$ cat src/design/bridge_regs_pkg.sv
// Package: offsets, field positions and reset values of the bridge command and status registers
package bridge_regs_pkg;
  localparam int          CFG_ADDR_W           = 8;
  localparam logic [7:0]  BRIDGE_COMMAND_OFS   = 8'h04;
  localparam logic [7:0]  BRIDGE_STATUS_OFS    = 8'h06;
  localparam logic [7:0]  CAPABILITY_POINTER_OFS = 8'h34;
  localparam logic [15:0] BRIDGE_COMMAND_RST   = 16'h0406;
  localparam logic [15:0] BRIDGE_STATUS_RST    = 16'h0090;
  // Command fields
  localparam int CMD_FAST_BACK_TO_BACK  = 9;
  localparam int CMD_SYSTEM_ERROR_EN    = 8;
  localparam int CMD_ADDR_DATA_STEPPING = 7;
  localparam int CMD_PARITY_ERR_RESP    = 6;
  localparam int CMD_PALETTE_SNOOP      = 5;
  localparam int CMD_WRITE_INVALIDATE   = 4;
  localparam int CMD_SPECIAL_CYCLE      = 3;
  localparam int CMD_BUS_MASTER_EN      = 2;
  localparam int CMD_MEMORY_ACCESS_EN   = 1;
  localparam int CMD_IO_ACCESS_EN       = 0;
  // Status fields
  localparam int STS_DETECTED_PARITY    = 15;
  localparam int STS_SIGNALLED_SYS_ERR  = 14;
  localparam int STS_RECEIVED_MASTER_AB = 13;
  localparam int STS_RECEIVED_TARGET_AB = 12;
  localparam int STS_SIGNALLED_TARGET_AB = 11;
  localparam int STS_SELECT_TIMING_MSB  = 10;
  localparam int STS_SELECT_TIMING_LSB  = 9;
  localparam int STS_MASTER_PARITY      = 8;
  localparam int STS_FAST_BACK_TO_BACK  = 7;
  localparam int STS_CAP_LIST_PRESENT   = 4;
  localparam int STS_NUM_FLAGS          = 3;
endpackage

$ cat src/design/host_bridge_command_status_regs.sv
// Command and status configuration registers of the host-to-hub bridge function
`timescale 1ns/1ps
module host_bridge_command_status_regs (
  input  wire logic        clock,
  input  wire logic        sys_rst,
  input  wire logic [7:0]  cfgAddr,
  input  wire logic        cfgRead,
  input  wire logic        cfgWrite,
  input  wire logic [1:0]  cfgByteEn,
  input  wire logic [15:0] cfgWriteData,
  output logic      [15:0] cfgReadData,
  output logic             cfgReadValid,
  input  wire logic        errorConditionEnabled,
  input  wire logic        secondFuncSysErrEnable,
  input  wire logic        masterAbortReceived,
  input  wire logic        targetAbortReceived,
  output logic             sysErrMessageReq,
  output logic             systemErrorEnable
);
  // ----------------------------------------
  // Decode
  // ----------------------------------------
  logic cmdHit;
  logic stsHit;
  logic [15:0] wrBits;
  assign cmdHit = cfgAddr == bridge_regs_pkg::BRIDGE_COMMAND_OFS;
  assign stsHit = cfgAddr == bridge_regs_pkg::BRIDGE_STATUS_OFS;
  assign wrBits = cfgWriteData & {{8{cfgByteEn[1]}}, {8{cfgByteEn[0]}}};

  // ----------------------------------------
  // Command register
  // ----------------------------------------
  logic next_systemErrorEnable;
  always_comb begin
    next_systemErrorEnable = systemErrorEnable;
    if (cfgWrite && cmdHit && cfgByteEn[1]) begin
      next_systemErrorEnable = wrBits[bridge_regs_pkg::CMD_SYSTEM_ERROR_EN];
    end
  end

  // ----------------------------------------
  // Command view, only bit 8 is stored
  // ----------------------------------------
  logic [15:0] commandView;
  always_comb begin
    commandView                                          = bridge_regs_pkg::BRIDGE_COMMAND_RST;
    commandView[bridge_regs_pkg::CMD_FAST_BACK_TO_BACK]  = 1'h0;
    commandView[bridge_regs_pkg::CMD_SYSTEM_ERROR_EN]    = systemErrorEnable;
    commandView[bridge_regs_pkg::CMD_ADDR_DATA_STEPPING] = 1'h0;
    commandView[bridge_regs_pkg::CMD_PARITY_ERR_RESP]    = 1'h0;
    commandView[bridge_regs_pkg::CMD_PALETTE_SNOOP]      = 1'h0;
    commandView[bridge_regs_pkg::CMD_WRITE_INVALIDATE]   = 1'h0;
    commandView[bridge_regs_pkg::CMD_SPECIAL_CYCLE]      = 1'h0;
    commandView[bridge_regs_pkg::CMD_IO_ACCESS_EN]       = 1'h0;
    commandView[bridge_regs_pkg::CMD_BUS_MASTER_EN]      = 1'h1;
    commandView[bridge_regs_pkg::CMD_MEMORY_ACCESS_EN]   = 1'h1;
  end

  // ----------------------------------------
  // System error message
  // ----------------------------------------
  logic next_sysErrMessageReq;
  logic messagingEnabled;
  assign messagingEnabled = systemErrorEnable | secondFuncSysErrEnable;
  always_comb begin
    next_sysErrMessageReq = errorConditionEnabled & messagingEnabled;
  end

  // ----------------------------------------
  // Status flags
  // ----------------------------------------
  logic [2:0] flagSet;
  logic [2:0] flagClear;
  logic [2:0] flags;
  always_comb begin
    flagSet = {sysErrMessageReq, masterAbortReceived, targetAbortReceived};
    flagClear = '0;
    if (cfgWrite && stsHit && cfgByteEn[1]) begin
      flagClear = wrBits[bridge_regs_pkg::STS_SIGNALLED_SYS_ERR:bridge_regs_pkg::STS_RECEIVED_TARGET_AB];
    end
  end

  sticky_flag_bank #(
    .N (bridge_regs_pkg::STS_NUM_FLAGS)
  ) u_flags (
    .clock     (clock),
    .sys_rst   (sys_rst),
    .setEvent  (flagSet),
    .clearMask (flagClear),
    .flags     (flags)
  );

  // ----------------------------------------
  // Status view
  // ----------------------------------------
  logic [15:0] statusView;
  always_comb begin
    statusView                                          = bridge_regs_pkg::BRIDGE_STATUS_RST;
    statusView[bridge_regs_pkg::STS_DETECTED_PARITY]     = 1'h0;
    statusView[bridge_regs_pkg::STS_SIGNALLED_SYS_ERR]   = flags[2];
    statusView[bridge_regs_pkg::STS_RECEIVED_MASTER_AB]  = flags[1];
    statusView[bridge_regs_pkg::STS_RECEIVED_TARGET_AB]  = flags[0];
    statusView[bridge_regs_pkg::STS_SIGNALLED_TARGET_AB] = 1'h0;
    statusView[bridge_regs_pkg::STS_SELECT_TIMING_MSB]   = 1'h0;
    statusView[bridge_regs_pkg::STS_SELECT_TIMING_LSB]   = 1'h0;
    statusView[bridge_regs_pkg::STS_MASTER_PARITY]       = 1'h0;
    statusView[bridge_regs_pkg::STS_FAST_BACK_TO_BACK]   = 1'h1;
    statusView[bridge_regs_pkg::STS_CAP_LIST_PRESENT]    = 1'h1;
  end

  // ----------------------------------------
  // Read path
  // ----------------------------------------
  logic [15:0] next_cfgReadData;
  logic        next_cfgReadValid;
  always_comb begin
    next_cfgReadValid = cfgRead;
    next_cfgReadData  = 16'h0000;
    if (cfgRead && cmdHit) begin
      next_cfgReadData = commandView;
    end else if (cfgRead && stsHit) begin
      next_cfgReadData = statusView;
    end
  end

  // ----------------------------------------
  // Registers
  // ----------------------------------------
  always_ff @(posedge clock) begin
    if (sys_rst) begin
      systemErrorEnable <= 1'h0;
    end else begin
      systemErrorEnable <= next_systemErrorEnable;
    end
  end

  always_ff @(posedge clock) begin
    if (sys_rst) begin
      sysErrMessageReq <= 1'h0;
    end else begin
      sysErrMessageReq <= next_sysErrMessageReq;
    end
  end

  always_ff @(posedge clock) begin
    if (sys_rst) begin
      cfgReadData  <= 16'h0000;
      cfgReadValid <= 1'h0;
    end else begin
      cfgReadData  <= next_cfgReadData;
      cfgReadValid <= next_cfgReadValid;
    end
  end

  // ----------------------------------------
  // Checks
  // ----------------------------------------
  a_cmd_read_value: assert property (@(posedge clock) disable iff (sys_rst)
    cfgRead && cmdHit |=> cfgReadData == {6'h01, 1'h0, $past(systemErrorEnable), 8'h06})
    else $error("command read value wrong");
  a_sts_fixed_bits: assert property (@(posedge clock) disable iff (sys_rst)
    cfgRead && stsHit |=> (cfgReadData & 16'h8FFF) == 16'h0090)
    else $error("status fixed bits wrong");
  a_serr_gated: assert property (@(posedge clock) disable iff (sys_rst)
    errorConditionEnabled && !systemErrorEnable && !secondFuncSysErrEnable |=> !sysErrMessageReq)
    else $error("message sent while disabled");
  a_serr_sent: assert property (@(posedge clock) disable iff (sys_rst)
    errorConditionEnabled && (systemErrorEnable || secondFuncSysErrEnable) |=> sysErrMessageReq)
    else $error("message not sent");
  a_sys_err_flag: assert property (@(posedge clock) disable iff (sys_rst)
    sysErrMessageReq |=> flags[2])
    else $error("signalled error flag not set");
  a_master_abort_flag: assert property (@(posedge clock) disable iff (sys_rst)
    masterAbortReceived |=> flags[1])
    else $error("master abort flag not set");
  a_target_abort_flag: assert property (@(posedge clock) disable iff (sys_rst)
    targetAbortReceived |=> flags[0])
    else $error("target abort flag not set");
  a_flag_clears: assert property (@(posedge clock) disable iff (sys_rst)
    cfgWrite && stsHit && cfgByteEn[1] && cfgWriteData[12] && !targetAbortReceived |=> !flags[0])
    else $error("target abort flag not cleared");
  a_enable_write: assert property (@(posedge clock) disable iff (sys_rst)
    cfgWrite && cmdHit && cfgByteEn[1] |=> systemErrorEnable == $past(cfgWriteData[8]))
    else $error("enable write lost");
  a_unmapped_zero: assert property (@(posedge clock) disable iff (sys_rst)
    cfgRead && !cmdHit && !stsHit |=> cfgReadData == 16'h0000 && cfgReadValid)
    else $error("unmapped read not zero");

  // ----------------------------------------
  // Command checks
  // ----------------------------------------
  a_cmd_reset_read: assert property (@(posedge clock) disable iff (sys_rst)
    cfgRead && cmdHit && !systemErrorEnable |=> cfgReadData == bridge_regs_pkg::BRIDGE_COMMAND_RST)
    else $error("command reset value wrong");
  a_cmd_fast_bit: assert property (@(posedge clock) disable iff (sys_rst)
    cfgRead && cmdHit |=> !cfgReadData[bridge_regs_pkg::CMD_FAST_BACK_TO_BACK])
    else $error("command fast back-to-back bit set");
  a_cmd_step_parity: assert property (@(posedge clock) disable iff (sys_rst)
    cfgRead && cmdHit |=> cfgReadData[7:5] == 3'h0)
    else $error("command bits 7 to 5 not zero");
  a_cmd_unused_low: assert property (@(posedge clock) disable iff (sys_rst)
    cfgRead && cmdHit |=> cfgReadData[4:3] == 2'h0 && !cfgReadData[bridge_regs_pkg::CMD_IO_ACCESS_EN])
    else $error("command bits 4, 3, 0 not zero");
  a_cmd_bus_master: assert property (@(posedge clock) disable iff (sys_rst)
    cfgRead && cmdHit |=> cfgReadData[bridge_regs_pkg::CMD_BUS_MASTER_EN])
    else $error("bus master enable not one");
  a_cmd_mem_access: assert property (@(posedge clock) disable iff (sys_rst)
    cfgRead && cmdHit |=> cfgReadData[bridge_regs_pkg::CMD_MEMORY_ACCESS_EN])
    else $error("memory access enable not one");
  a_cmd_reserved: assert property (@(posedge clock) disable iff (sys_rst)
    cfgRead && cmdHit |=> (cfgReadData & 16'hF800) == 16'h0000)
    else $error("command reserved bits set");
  a_enable_kept: assert property (@(posedge clock) disable iff (sys_rst)
    !(cfgWrite && cmdHit && cfgByteEn[1]) |=> $stable(systemErrorEnable))
    else $error("enable changed without write");
  a_enable_reset: assert property (@(posedge clock) disable iff (sys_rst)
    $fell(sys_rst) |-> !systemErrorEnable)
    else $error("enable not cleared by reset");

  // ----------------------------------------
  // Status checks
  // ----------------------------------------
  a_sts_reserved: assert property (@(posedge clock) disable iff (sys_rst)
    cfgRead && stsHit |=> (cfgReadData & 16'h006F) == 16'h0000)
    else $error("status reserved bits set");
  a_sts_never_set: assert property (@(posedge clock) disable iff (sys_rst)
    cfgRead && stsHit |=> (cfgReadData & 16'h8900) == 16'h0000)
    else $error("status bits 15, 11, 8 not zero");
  a_sts_timing: assert property (@(posedge clock) disable iff (sys_rst)
    cfgRead && stsHit |=>
      cfgReadData[bridge_regs_pkg::STS_SELECT_TIMING_MSB:bridge_regs_pkg::STS_SELECT_TIMING_LSB] == 2'h0)
    else $error("select timing not fast");
  a_sts_fast_bit: assert property (@(posedge clock) disable iff (sys_rst)
    cfgRead && stsHit |=> cfgReadData[bridge_regs_pkg::STS_FAST_BACK_TO_BACK])
    else $error("fast back-to-back capability not one");
  a_sts_cap_list: assert property (@(posedge clock) disable iff (sys_rst)
    cfgRead && stsHit |=> cfgReadData[bridge_regs_pkg::STS_CAP_LIST_PRESENT])
    else $error("capability list bit not one");
  a_sts_flag_view: assert property (@(posedge clock) disable iff (sys_rst)
    cfgRead && stsHit |=>
      cfgReadData[bridge_regs_pkg::STS_SIGNALLED_SYS_ERR:bridge_regs_pkg::STS_RECEIVED_TARGET_AB] == $past(flags))
    else $error("status flags read wrong");
  a_sys_err_clears: assert property (@(posedge clock) disable iff (sys_rst)
    cfgWrite && stsHit && cfgByteEn[1] && cfgWriteData[bridge_regs_pkg::STS_SIGNALLED_SYS_ERR] &&
      !sysErrMessageReq |=> !flags[2])
    else $error("signalled error flag not cleared");
  a_master_abort_clears: assert property (@(posedge clock) disable iff (sys_rst)
    cfgWrite && stsHit && cfgByteEn[1] && cfgWriteData[bridge_regs_pkg::STS_RECEIVED_MASTER_AB] &&
      !masterAbortReceived |=> !flags[1])
    else $error("master abort flag not cleared");
  a_flags_hold: assert property (@(posedge clock) disable iff (sys_rst)
    !sysErrMessageReq && !masterAbortReceived && !targetAbortReceived &&
      !(cfgWrite && stsHit && cfgByteEn[1]) |=> $stable(flags))
    else $error("status flags changed without cause");
  a_low_byte_keep: assert property (@(posedge clock) disable iff (sys_rst)
    cfgWrite && stsHit && !cfgByteEn[1] |=> ($past(flags) & ~flags) == 3'h0)
    else $error("low byte write cleared a flag");
  a_sys_err_cause: assert property (@(posedge clock) disable iff (sys_rst)
    !flags[2] && !sysErrMessageReq |=> !flags[2])
    else $error("signalled error flag set without message");
  a_master_abort_cause: assert property (@(posedge clock) disable iff (sys_rst)
    !flags[1] && !masterAbortReceived |=> !flags[1])
    else $error("master abort flag set without event");
  a_target_abort_cause: assert property (@(posedge clock) disable iff (sys_rst)
    !flags[0] && !targetAbortReceived |=> !flags[0])
    else $error("target abort flag set without event");
  a_flags_reset: assert property (@(posedge clock) disable iff (sys_rst)
    $fell(sys_rst) |-> flags == 3'h0)
    else $error("status flags not cleared by reset");

  // ----------------------------------------
  // Message and read path checks
  // ----------------------------------------
  a_msg_own_enable: assert property (@(posedge clock) disable iff (sys_rst)
    errorConditionEnabled && systemErrorEnable |=> sysErrMessageReq)
    else $error("message not sent with own enable");
  a_msg_second_enable: assert property (@(posedge clock) disable iff (sys_rst)
    errorConditionEnabled && secondFuncSysErrEnable |=> sysErrMessageReq)
    else $error("message not sent with second enable");
  a_msg_no_cause: assert property (@(posedge clock) disable iff (sys_rst)
    !errorConditionEnabled |=> !sysErrMessageReq)
    else $error("message sent without error");
  a_msg_both_off: assert property (@(posedge clock) disable iff (sys_rst)
    !systemErrorEnable && !secondFuncSysErrEnable |=> !sysErrMessageReq)
    else $error("message sent with both enables off");
  a_read_valid: assert property (@(posedge clock) disable iff (sys_rst)
    cfgRead |=> cfgReadValid)
    else $error("read not answered");
  a_idle_zero: assert property (@(posedge clock) disable iff (sys_rst)
    !cfgRead |=> !cfgReadValid && cfgReadData == 16'h0000)
    else $error("read data not zero when idle");
  a_reset_quiet: assert property (@(posedge clock) disable iff (sys_rst)
    $fell(sys_rst) |-> !cfgReadValid && !sysErrMessageReq && cfgReadData == 16'h0000)
    else $error("outputs not cleared by reset");
endmodule // host_bridge_command_status_regs

$ cat src/design/sticky_flag_bank.sv
// Sticky event flags with write-one-to-clear, set winning over clear
`timescale 1ns/1ps
module sticky_flag_bank #(
  parameter int N = 3
) (
  input  wire logic         clock,
  input  wire logic         sys_rst,
  input  wire logic [N-1:0] setEvent,
  input  wire logic [N-1:0] clearMask,
  output logic      [N-1:0] flags
);
  logic [N-1:0] next_flags;

  // ----------------------------------------
  // Per-flag next value
  // ----------------------------------------
  genvar i;
  generate
    for (i = 0; i < N; i++) begin : g_flag
      always_comb begin
        next_flags[i] = setEvent[i] | (flags[i] & ~clearMask[i]);
      end
    end
  endgenerate

  always_ff @(posedge clock) begin
    if (sys_rst) begin
      flags <= '0;
    end else begin
      flags <= next_flags;
    end
  end
endmodule // sticky_flag_bank
$ cat config.mk
export PLATFORM = sky130hd
export DESIGN_NAME = host_bridge_command_status_regs
export DESIGN_NICKNAME = d
export VERILOG_FILES = /design/src/design/bridge_regs_pkg.sv /design/src/design/host_bridge_command_status_regs.sv /design/src/design/sticky_flag_bank.sv
export SDC_FILE = /design/constraint.sdc
export NUM_CORES = 1
export LEC_CHECK = 0
export ABC_AREA = 1
export BUFFER_PORTS_ARGS = -buffer_cell sky130_fd_sc_hd__buf_2
export CORE_MARGIN = 3
export CORE_UTILIZATION = 34
export DETAILED_ROUTE_END_ITERATION = 16
export PLACE_DENSITY = 0.77
export SLEW_MARGIN = 30
export SYNTH_ARGS = -nofsm -noshare
export SYNTH_HDL_FRONTEND = slang
export SYNTH_SLANG_ARGS = --single-unit
$ cat constraint.sdc
create_clock -name clock -period 1.1 [get_ports clock]
set_input_delay 0.22 -clock clock [delete_from_list [all_inputs] [get_ports clock]]
set_output_delay 0.22 -clock clock [all_outputs]
set_load 0.02 [all_outputs]
* Yosys cells after proc, flatten, opt, wreduce, memory -nomap -nowiden
Cells that the tools add are included.
Widths: inputs -> output; s select.
** Word-level totals
- Register bits :: 19
** Operators by class
- Equal/unequal tests :: 2
- Reduce and logical (&&, ||, !) cells :: 8
- Multiplexer cells :: 3
- Bitwise gates (word level) :: 13
** Operators by type and width (count)
- $eq 8x3->1 const B :: 2
- $and 15x15->15 :: 1
- $mux 11 :: 1
- $mux 8 :: 1
- $logic_and 1x1->1 :: 6
- $and 1x1->1 :: 4
- $not 1->1 :: 4
- $or 1x1->1 :: 4
- $mux 3 :: 1
- $reduce_or 3->1 :: 1
- $reduce_or 2->1 :: 1

* Depth between registers and ports, before layout
Gate-level depths: netlist (run 1).
- Word-level depth :: 7
- Gate-level depth with buffers :: 7

* By module
From an unflattened synthesis (run 1), not the netlist that was laid out.
** Unflattened totals
- Cells, all modules :: 76
- Area total of the unflattened synthesis :: 559.3 um^2
** By module, submodules not included
- host_bridge_command_status_regs :: area an instance 450.4 um^2, cells each 61, instances 1
- sticky_flag_bank :: area an instance 108.9 um^2, cells each 15, instances 1

* Least setup slack after synthesis (run 1)
Ideal clock, no wire load.
- Path kind :: input-to-reg
- From :: in cfgAddr[7]
- To :: reg systemErrorEnable
- Stages on the path :: 6
- Setup time :: 115 ps
- Path slack :: 235 ps
- Arrival :: 750 ps
- Buffers on the path :: 0
- Cell sequence :: nor2_1 -> nand2_2 -> nor2_2 -> nand2_1 -> o21bai_2 -> nor2_1
** On the way
- Longest elaborated chain between the ends :: 3
** Ends and longest elaborated chain
- from (decl) :: RTL line host_bridge_command_status_regs.sv:6 : input wire logic [7:0] cfgAddr,
- $eq 8x3->1 :: RTL line host_bridge_command_status_regs.sv:26 : assign cmdHit = cfgAddr == bridge_regs_pkg::BRIDGE_COMMAND_OFS;
- $logic_and 1x1->1 (2 in a row) :: RTL line host_bridge_command_status_regs.sv:36 : if (cfgWrite && cmdHit && cfgByteEn[1]) begin
- to (signal assigned) :: RTL line host_bridge_command_status_regs.sv:133 : systemErrorEnable <= next_systemErrorEnable;
- to (decl) :: RTL line host_bridge_command_status_regs.sv:18 : output logic systemErrorEnable
No other way between the ends.
A chain may end at the register's enable or synchronous reset.

* Worst setup path after layout (run 1)
- From :: reg systemErrorEnable
- To :: out systemErrorEnable
No word-level cell between the ends.

==> flow_summary.json, run 1 <==
{
  "critPathRequiredTime_ns": 0.88,
  "dieArea_um2": 2070,
  "antenna_found_initial": 0,
  "path_buf_inv": 1,
  "final_area_um2": 695.7,
  "postRouteWirelength_mm": 1.074,
  "grt_overflow": 0,
  "crit_path_max_fanout": 4,
  "numCtsBuffers": 3,
  "hpwl_um": 922.3,
  "report.final.slew_viol_count": 0,
  "grt.total_usage_pct": 11.73,
  "root_buffer": "clkbuf_4",
  "fillers": 138,
  "drc": 0,
  "grt_pass1_vias": 428,
  "syn_area_per_cell_um2": 7.918,
  "final.setup.tns_ns": 0,
  "place_inst": 110,
  "ys_warn_count": 0,
  "synth_area_um2": 530.5,
  "ctsLongestPathBuffers": 2,
  "slowest_delay_ns": 0.38,
  "dr.pass1.iters": 4,
  "core-area_um2": 1383,
  "p_per_area_nw_per_um2": 1282,
  "grt_pass1_wl_mm": 1.662,
  "io_pins": 53,
  "cts_tree": "yes",
  "ir_drop_mv": 1.067,
  "crit_family": "flip-flops",
  "cts.sinks": 12,
  "postCtsSetupBuffers": 0,
  "cp_cell_sequence": "buf_4",
  "slowest_stage": "dfxtp_1",
  "htreeDepth": 1,
  "clkTransAtPathRegs_ns": 0.07,
  "nNetsFinal": 134,
  "grt_max_degree": 8,
  "hold_viol_final": 0,
  "setup_violations": 0,
  "io_buffers": 32,
  "placed_area_um2": 656.9,
  "routedWlPerCell_um": 9.421,
  "maxCapViolations": 0,
  "synth-seq-area-share_pct": 45.28,
  "fp.dieW_um": 45.50,
  "routed-via-count": 482,
  "fin_util_pct": 50.32,
  "instances_no_fill": 114,
  "drive_gt1_share_pct": 43.43,
  "power_leakage_nw": 0.3915,
  "fin_crit_sh_pct": 93.78,
  "finalPower_mw": 0.8919,
  "fmax_mhz": 969.4,
  "cp-start-kind": "flip-flop",
  "critical_path_class": "reg2out",
  "rsz0062_at_grt": "no",
  "postRouteAntennaNets": 0,
  "ys_ff_latch": 12,
  "synth.distinct_cells": 16,
  "fin_skew_ns": 0.002100,
  "dr.first_iter.drc_count": 3,
  "status": "finished clean",
  "diodes": 0,
  "viasPerCell": 4.228,
  "die_h_um": 45.50,
  "hold_class": "in2reg",
  "areaGrowthSynthToFinish_pct": 31.13,
  "period_needed_ns": 1.032,
  "netlist_instances": 67,
  "clkLatencyLatePin_ns": 0.27,
  "initial_core_util_pct": 38.37,
  "num_rows": 13,
  "end_kind": "primary output",
  "place_congestion": 0.6641,
  "worstPathArrival_ns": 0.81
}
## through the flow
stage	hold slack, ns	setup slack (ns)
floorplan	0.2891	0.2351
global placement	0.4174	0.1027
detailed placement	0.4216	0.04553
CTS	0.1660	0.03383
global route	0.1804	0.01831
finish	0.1789	0.06838
## cell families (layout without fill, tap and decap cells)
kind of cell,Yosys count,after routing,share of synthesized area (%)
flops,12,12,45.28
buf+inv,21,47,21.93
other cells,1,7,0.7069
compound gates,6,6,6.839
simple gates,27,27,25.24
## registers in the layout (all words and copies together) (netlist names)
register           count
cfgReadValid           1
systemErrorEnable      1
cfgReadData            6
u_flags.flags          3
sysErrMessageReq       1
## area by class of cell
| type | instances | area, µm² | share of cell area, % |
|---|---|---|---|
| flip-flops and latches | 12 | 240.2 | 34.53 |
| multi-input cells | 40 | 196.4 | 28.24 |
| repair buffers | 32 | 162.7 | 23.38 |
| inverters | 11 | 41.29 | 5.935 |
| clock buffers | 4 | 36.28 | 5.216 |
| well taps | 15 | 18.77 | 2.698 |
## cell usage after synthesis
cell type | count | share of area, %
nor2_1 | 10 | 7.1
buf_4 | 10 | 14
nand2_1 | 6 | 4.2
o21bai_2 | 1 | 2.1
conb_1 | 1 | 0.71
and3_1 | 1 | 1.2
a21oi_1 | 4 | 3.8
nand3_2 | 1 | 1.9
nand3_1 | 3 | 2.8
nor4_1 | 1 | 1.2
nor2_2 | 2 | 2.4
nand2_2 | 2 | 2.4
o21ai_0 | 1 | 0.94
dfxtp_1 | 12 | 45
inv_1 | 11 | 7.8
nor2_4 | 1 | 2.1
## cells in the final DEF (no fill, tap or decap)
| cell type | instances |
|---|---|
| nand3_1 | 3 |
| conb_1 | 7 |
| o21bai_2 | 1 |
| inv_1 | 11 |
| nand3_2 | 1 |
| dfxtp_1 | 12 |
| nor2_1 | 10 |
| nor2_4 | 1 |
| clkbuf_8 | 1 |
| and3_1 | 1 |
| nand2_1 | 6 |
| nor4_1 | 1 |
| o21ai_0 | 1 |
| buf_2 | 31 |
| a21oi_1 | 4 |
| buf_4 | 1 |
| nor2_2 | 2 |
| nand2_2 | 2 |
| clkbuf_4 | 3 |
## timing repair
| action | 4_1_cts | 5_1_grt |
|---|---|---|
| hold buffers | 0 | 0 |
| endpoints found under the setup margin | 0 | 1 |
| gates resized for setup | 0 | 1 |
## path summary, 6_finish.rpt
kind                                                startpoint                     endpoint  slack, ns  cells past startpoint
worst max register to register  systemErrorEnable$_SDFFE_PP0P_  sysErrMessageReq$_SDFF_PP0_       0.45                      2
worst min register to register     u_flags.flags[0]$_SDFF_PP0_   cfgReadData[12]$_SDFF_PP0_       0.43                      2
worst max-delay path            systemErrorEnable$_SDFFE_PP0P_            systemErrorEnable       0.07                      1
worst min-delay path                     errorConditionEnabled  sysErrMessageReq$_SDFF_PP0_       0.18                      3
## tightest hold or removal path, delay by kind of cell
kind | cells | cell delay (ns)
AO/OA/AOI/OAI | 1 | 0.06
AND/OR/NAND/NOR | 1 | 0.04
buffers and inverters | 1 | 0.09
## routing by layer
layer  up-vias  track usage (%)  part of all wire [%]
li1        251                -                     -
met4         0            3.509                  0.74
met5         -                0                     0
met3         2            8.300                    11
met1       206            10.29                    35
met2        23            20.89                    54
## power by group
group          switching, mW  internal [mW]  total [mW]
clock                  0.138          0.201       0.339
sequential           0.00446          0.445       0.449
combinational         0.0629         0.0407       0.104
Note: power is estimated with default switching activity, not from simulation.
==> run 2: changes to the inputs <==
ABC_AREA = default   (was 1)
CORE_UTILIZATION = 33   (was 34)
PLACE_DENSITY = 0.74   (was 0.77)
SLEW_MARGIN = default   (was 30)
==> run 2 against run 1 <==
- sequential power about the same
- routed wire length grew 4.7%
- hold slack lost 0.025 ns
- synthesized cell count shrank 15%
- utilization up 2.5 points
- final cell count fell by 6.1%
- setup slack worse by 0.036 ns
- clock skew is 0.00083 ns higher
- highest routed layer unchanged
==> flow_summary.json, run 2 <==
{
  "setup_violations": 0,
  "hpwl_um": 969.4,
  "ys_warn_count": 0,
  "grt.total_usage_pct": 11.11,
  "cts_tree": "yes",
  "die_h_um": 45.86,
  "postRouteAntennaNets": 0,
  "nNetsFinal": 127,
  "initial_core_util_pct": 37.48,
  "netlist_instances": 57,
  "power_leakage_nw": 0.4093,
  "crit_family": "simple AND/OR/NAND/NOR gates",
  "clkPwrFrac_pct": 37.2,
  "cp_num_cells": 4,
  "htreeDepth": 1,
  "layout_commonest_cell": "buf_2",
  "rsz0062_at_grt": "yes",
  "synthTopCellsByArea": "dfxtp_1, buf_4, inv_1",
  "synthMuxAreaShare_pct": 0,
  "postRouteWirelength_mm": 1.125,
  "routedWlPerCell_um": 10.51,
  "crit_path_max_fanout": 3,
  "dr.first_iter.drc_count": 4,
  "path_buf_inv": 1,
  "yosysMostFrequentCell": "dfxtp_1",
  "critPathRequiredTime_ns": 1.24,
  "cts.sinks": 12,
  "synth-adder-area-share_pct": 0,
  "antenna_found_initial": 0,
  "intPower_mw": 0.7003,
  "async_flop_share_pct": 0,
  "regArea_um2": 241.5,
  "pwr-share-comb_pct": 13.4,
  "ff2ff_path_depth": 2,
  "slowest_delay_ns": 0.55,
  "dr.pass1.iters": 4,
  "slowest_stage": "or4_4",
  "grt_overflow": 0,
  "fmax_mhz": 936.5,
  "status": "finished clean",
  "cp-start-kind": "input pin",
  "p_seq_share_pct": 49.4,
  "io_buffers": 32,
  "yosysTopAreaCell": "dfxtp_1",
  "routed-via-count": 474,
  "p_per_area_nw_per_um2": 1233,
  "synth_edf_count": 0,
  "report.final.slew_viol_count": 0,
  "synthSimpleGateAreaFrac_pct": 20.29,
  "largest_register_ffs": 6,
  "synth_area_um2": 524.3,
  "core-area_um2": 1399,
  "drc": 0,
  "worstHoldPathCells": 2,
  "netlist_top_cells_count": "dfxtp_1, buf_4, inv_1",
  "cp_cell_sequence": "buf_6 -> or4_4 -> nor3_4 -> a311oi_2",
  "multi_input_area_um2": 209.0,
  "synth_compound_gate_area_share_pct": 11.69,
  "num_rows": 13,
  "synth_top_family_by_area": "buffers and inverters",
  "final.setup.tns_ns": 0,
  "dieArea_um2": 2103,
  "drive_gt1_share_pct": 48.91,
  "fp.dieW_um": 45.86,
  "clkTransAtPathRegs_ns": 0.07,
  "ys.flop_type": "dfxtp_1",
  "switchingPower_mw": 0.2098,
  "instances_no_fill": 107,
  "fin_crit_sh_pct": 97.07,
  "critical_path_class": "in2reg",
  "fin_skew_ns": 0.002930,
  "ctsLongestPathBuffers": 2,
  "synth-xor-area-share_pct": 0,
  "placed_area_um2": 674.4,
  "diodes": 0,
  "maxCapViolations": 0,
  "synth_top_area_share_pct": 45.82,
  "end_kind": "flip-flop",
  "worstPathArrival_ns": 1.21,
  "syn_area_per_cell_um2": 9.197,
  "synth-seq-area-share_pct": 45.82,
  "io_pins": 53,
  "top_regs": "cfgReadData (6), u_flags.flags (3)",
  "place_congestion": 0.7436,
  "final_area_um2": 738.2,
  "fillers": 148,
  "place_inst": 102,
  "ys_ff_latch": 12,
  "viasPerCell": 4.430,
  "hold_viol_final": 0,
  "max_flop_register": "cfgReadData",
  "period_needed_ns": 1.068,
  "grt_pass1_vias": 415,
  "hold_class": "in2reg",
  "ir_drop_mv": 0.4240,
  "root_buffer": "clkbuf_4",
  "synth.distinct_cells": 20,
  "switching_share_pct": 23.05,
  "layout_common_cells": "buf_2, dfxtp_1, inv_1",
  "grt_max_degree": 8,
  "areaGrowthSynthToFinish_pct": 40.81,
  "numCtsBuffers": 3,
  "grt_pass1_wl_mm": 1.662,
  "clkLatencyLatePin_ns": 0.26
}
[run 2: power groups by stage]
stage	clock, mW	sequential [mW]	combinational [mW]
2_1_floorplan	0	0.464	0.0701
6_report	0.339	0.450	0.122
3_3_place_gp	0	0.460	0.110
4_1_cts	0.354	0.450	0.113
5_1_grt	0.364	0.451	0.135
3_5_place_dp	0	0.460	0.112
[run 2: area by class of cell]
class | instances | area share, %
Multi-Input combinational cell | 31 | 28.31
Timing Repair Buffer | 35 | 26.44
Sequential cell | 12 | 32.71
Inverter | 10 | 5.085
Clock buffer | 4 | 4.915
Tap cell | 15 | 2.542
[run 2: path summary, 6_finish.rpt]
| kind | start | to | slack, ns |
|---|---|---|---|
| max reg2reg | sysErrMessageReq$_SDFF_PP0_ | u_flags.flags[2]$_SDFF_PP0_ | 0.39 |
| max | cfgAddr[6] | u_flags.flags[0]$_SDFF_PP0_ | 0.03 |
| min reg2reg | u_flags.flags[1]$_SDFF_PP0_ | cfgReadData[13]$_SDFF_PP0_ | 0.43 |
| min | cfgWriteData[14] | u_flags.flags[2]$_SDFF_PP0_ | 0.15 |
[run 2: kinds of logic (layout without fill, tap and decap cells)]
family                 count (synthesis)  count (layout)
buffers and inverters                 20              49
and+or+nand+nor                       18              18
DFF                                   12              12
AOI/OAI and AO/OA                      6               6
other                                  1               7
[run 2: per-stage QoR]
stage	setup WS (ns)	power, mW	hold WS (ns)	utilization, %
floorplan	-0.09756	0.5338	0.2921	-
global placement	-0.2393	0.5694	0.4145	48.21
detailed placement	-0.2757	0.5723	0.4184	48.21
CTS	0.01124	0.9162	0.1295	50.81
global route	-0.03203	0.9497	0.1524	52.77
finish	0.03220	0.9101	0.1536	52.77
[run 2: worst register-to-register path, cell delays in order (launching register included)]
cell	delay (ns)
dfxtp_1	0.36
inv_1	0.05
a311oi_1	0.22
[run 2: what timing repair did]
action / 4_1_cts / 5_1_grt
hold buffers: 0 / 0
setup buffers: 0 / 1
gates resized for setup: 0 / 4
setup endpoints to repair: 0 / 4
[run 2: routing by layer]
layer / part of all wire (%) / global-route usage [%] / vias up
met4: 0.36 / 6.818 / 0
met2: 44 / 17.31 / 30
li1: - / - / 246
met5: 0 / 0 / -
met3: 15 / 3.162 / 2
met1: 41 / 13.24 / 196
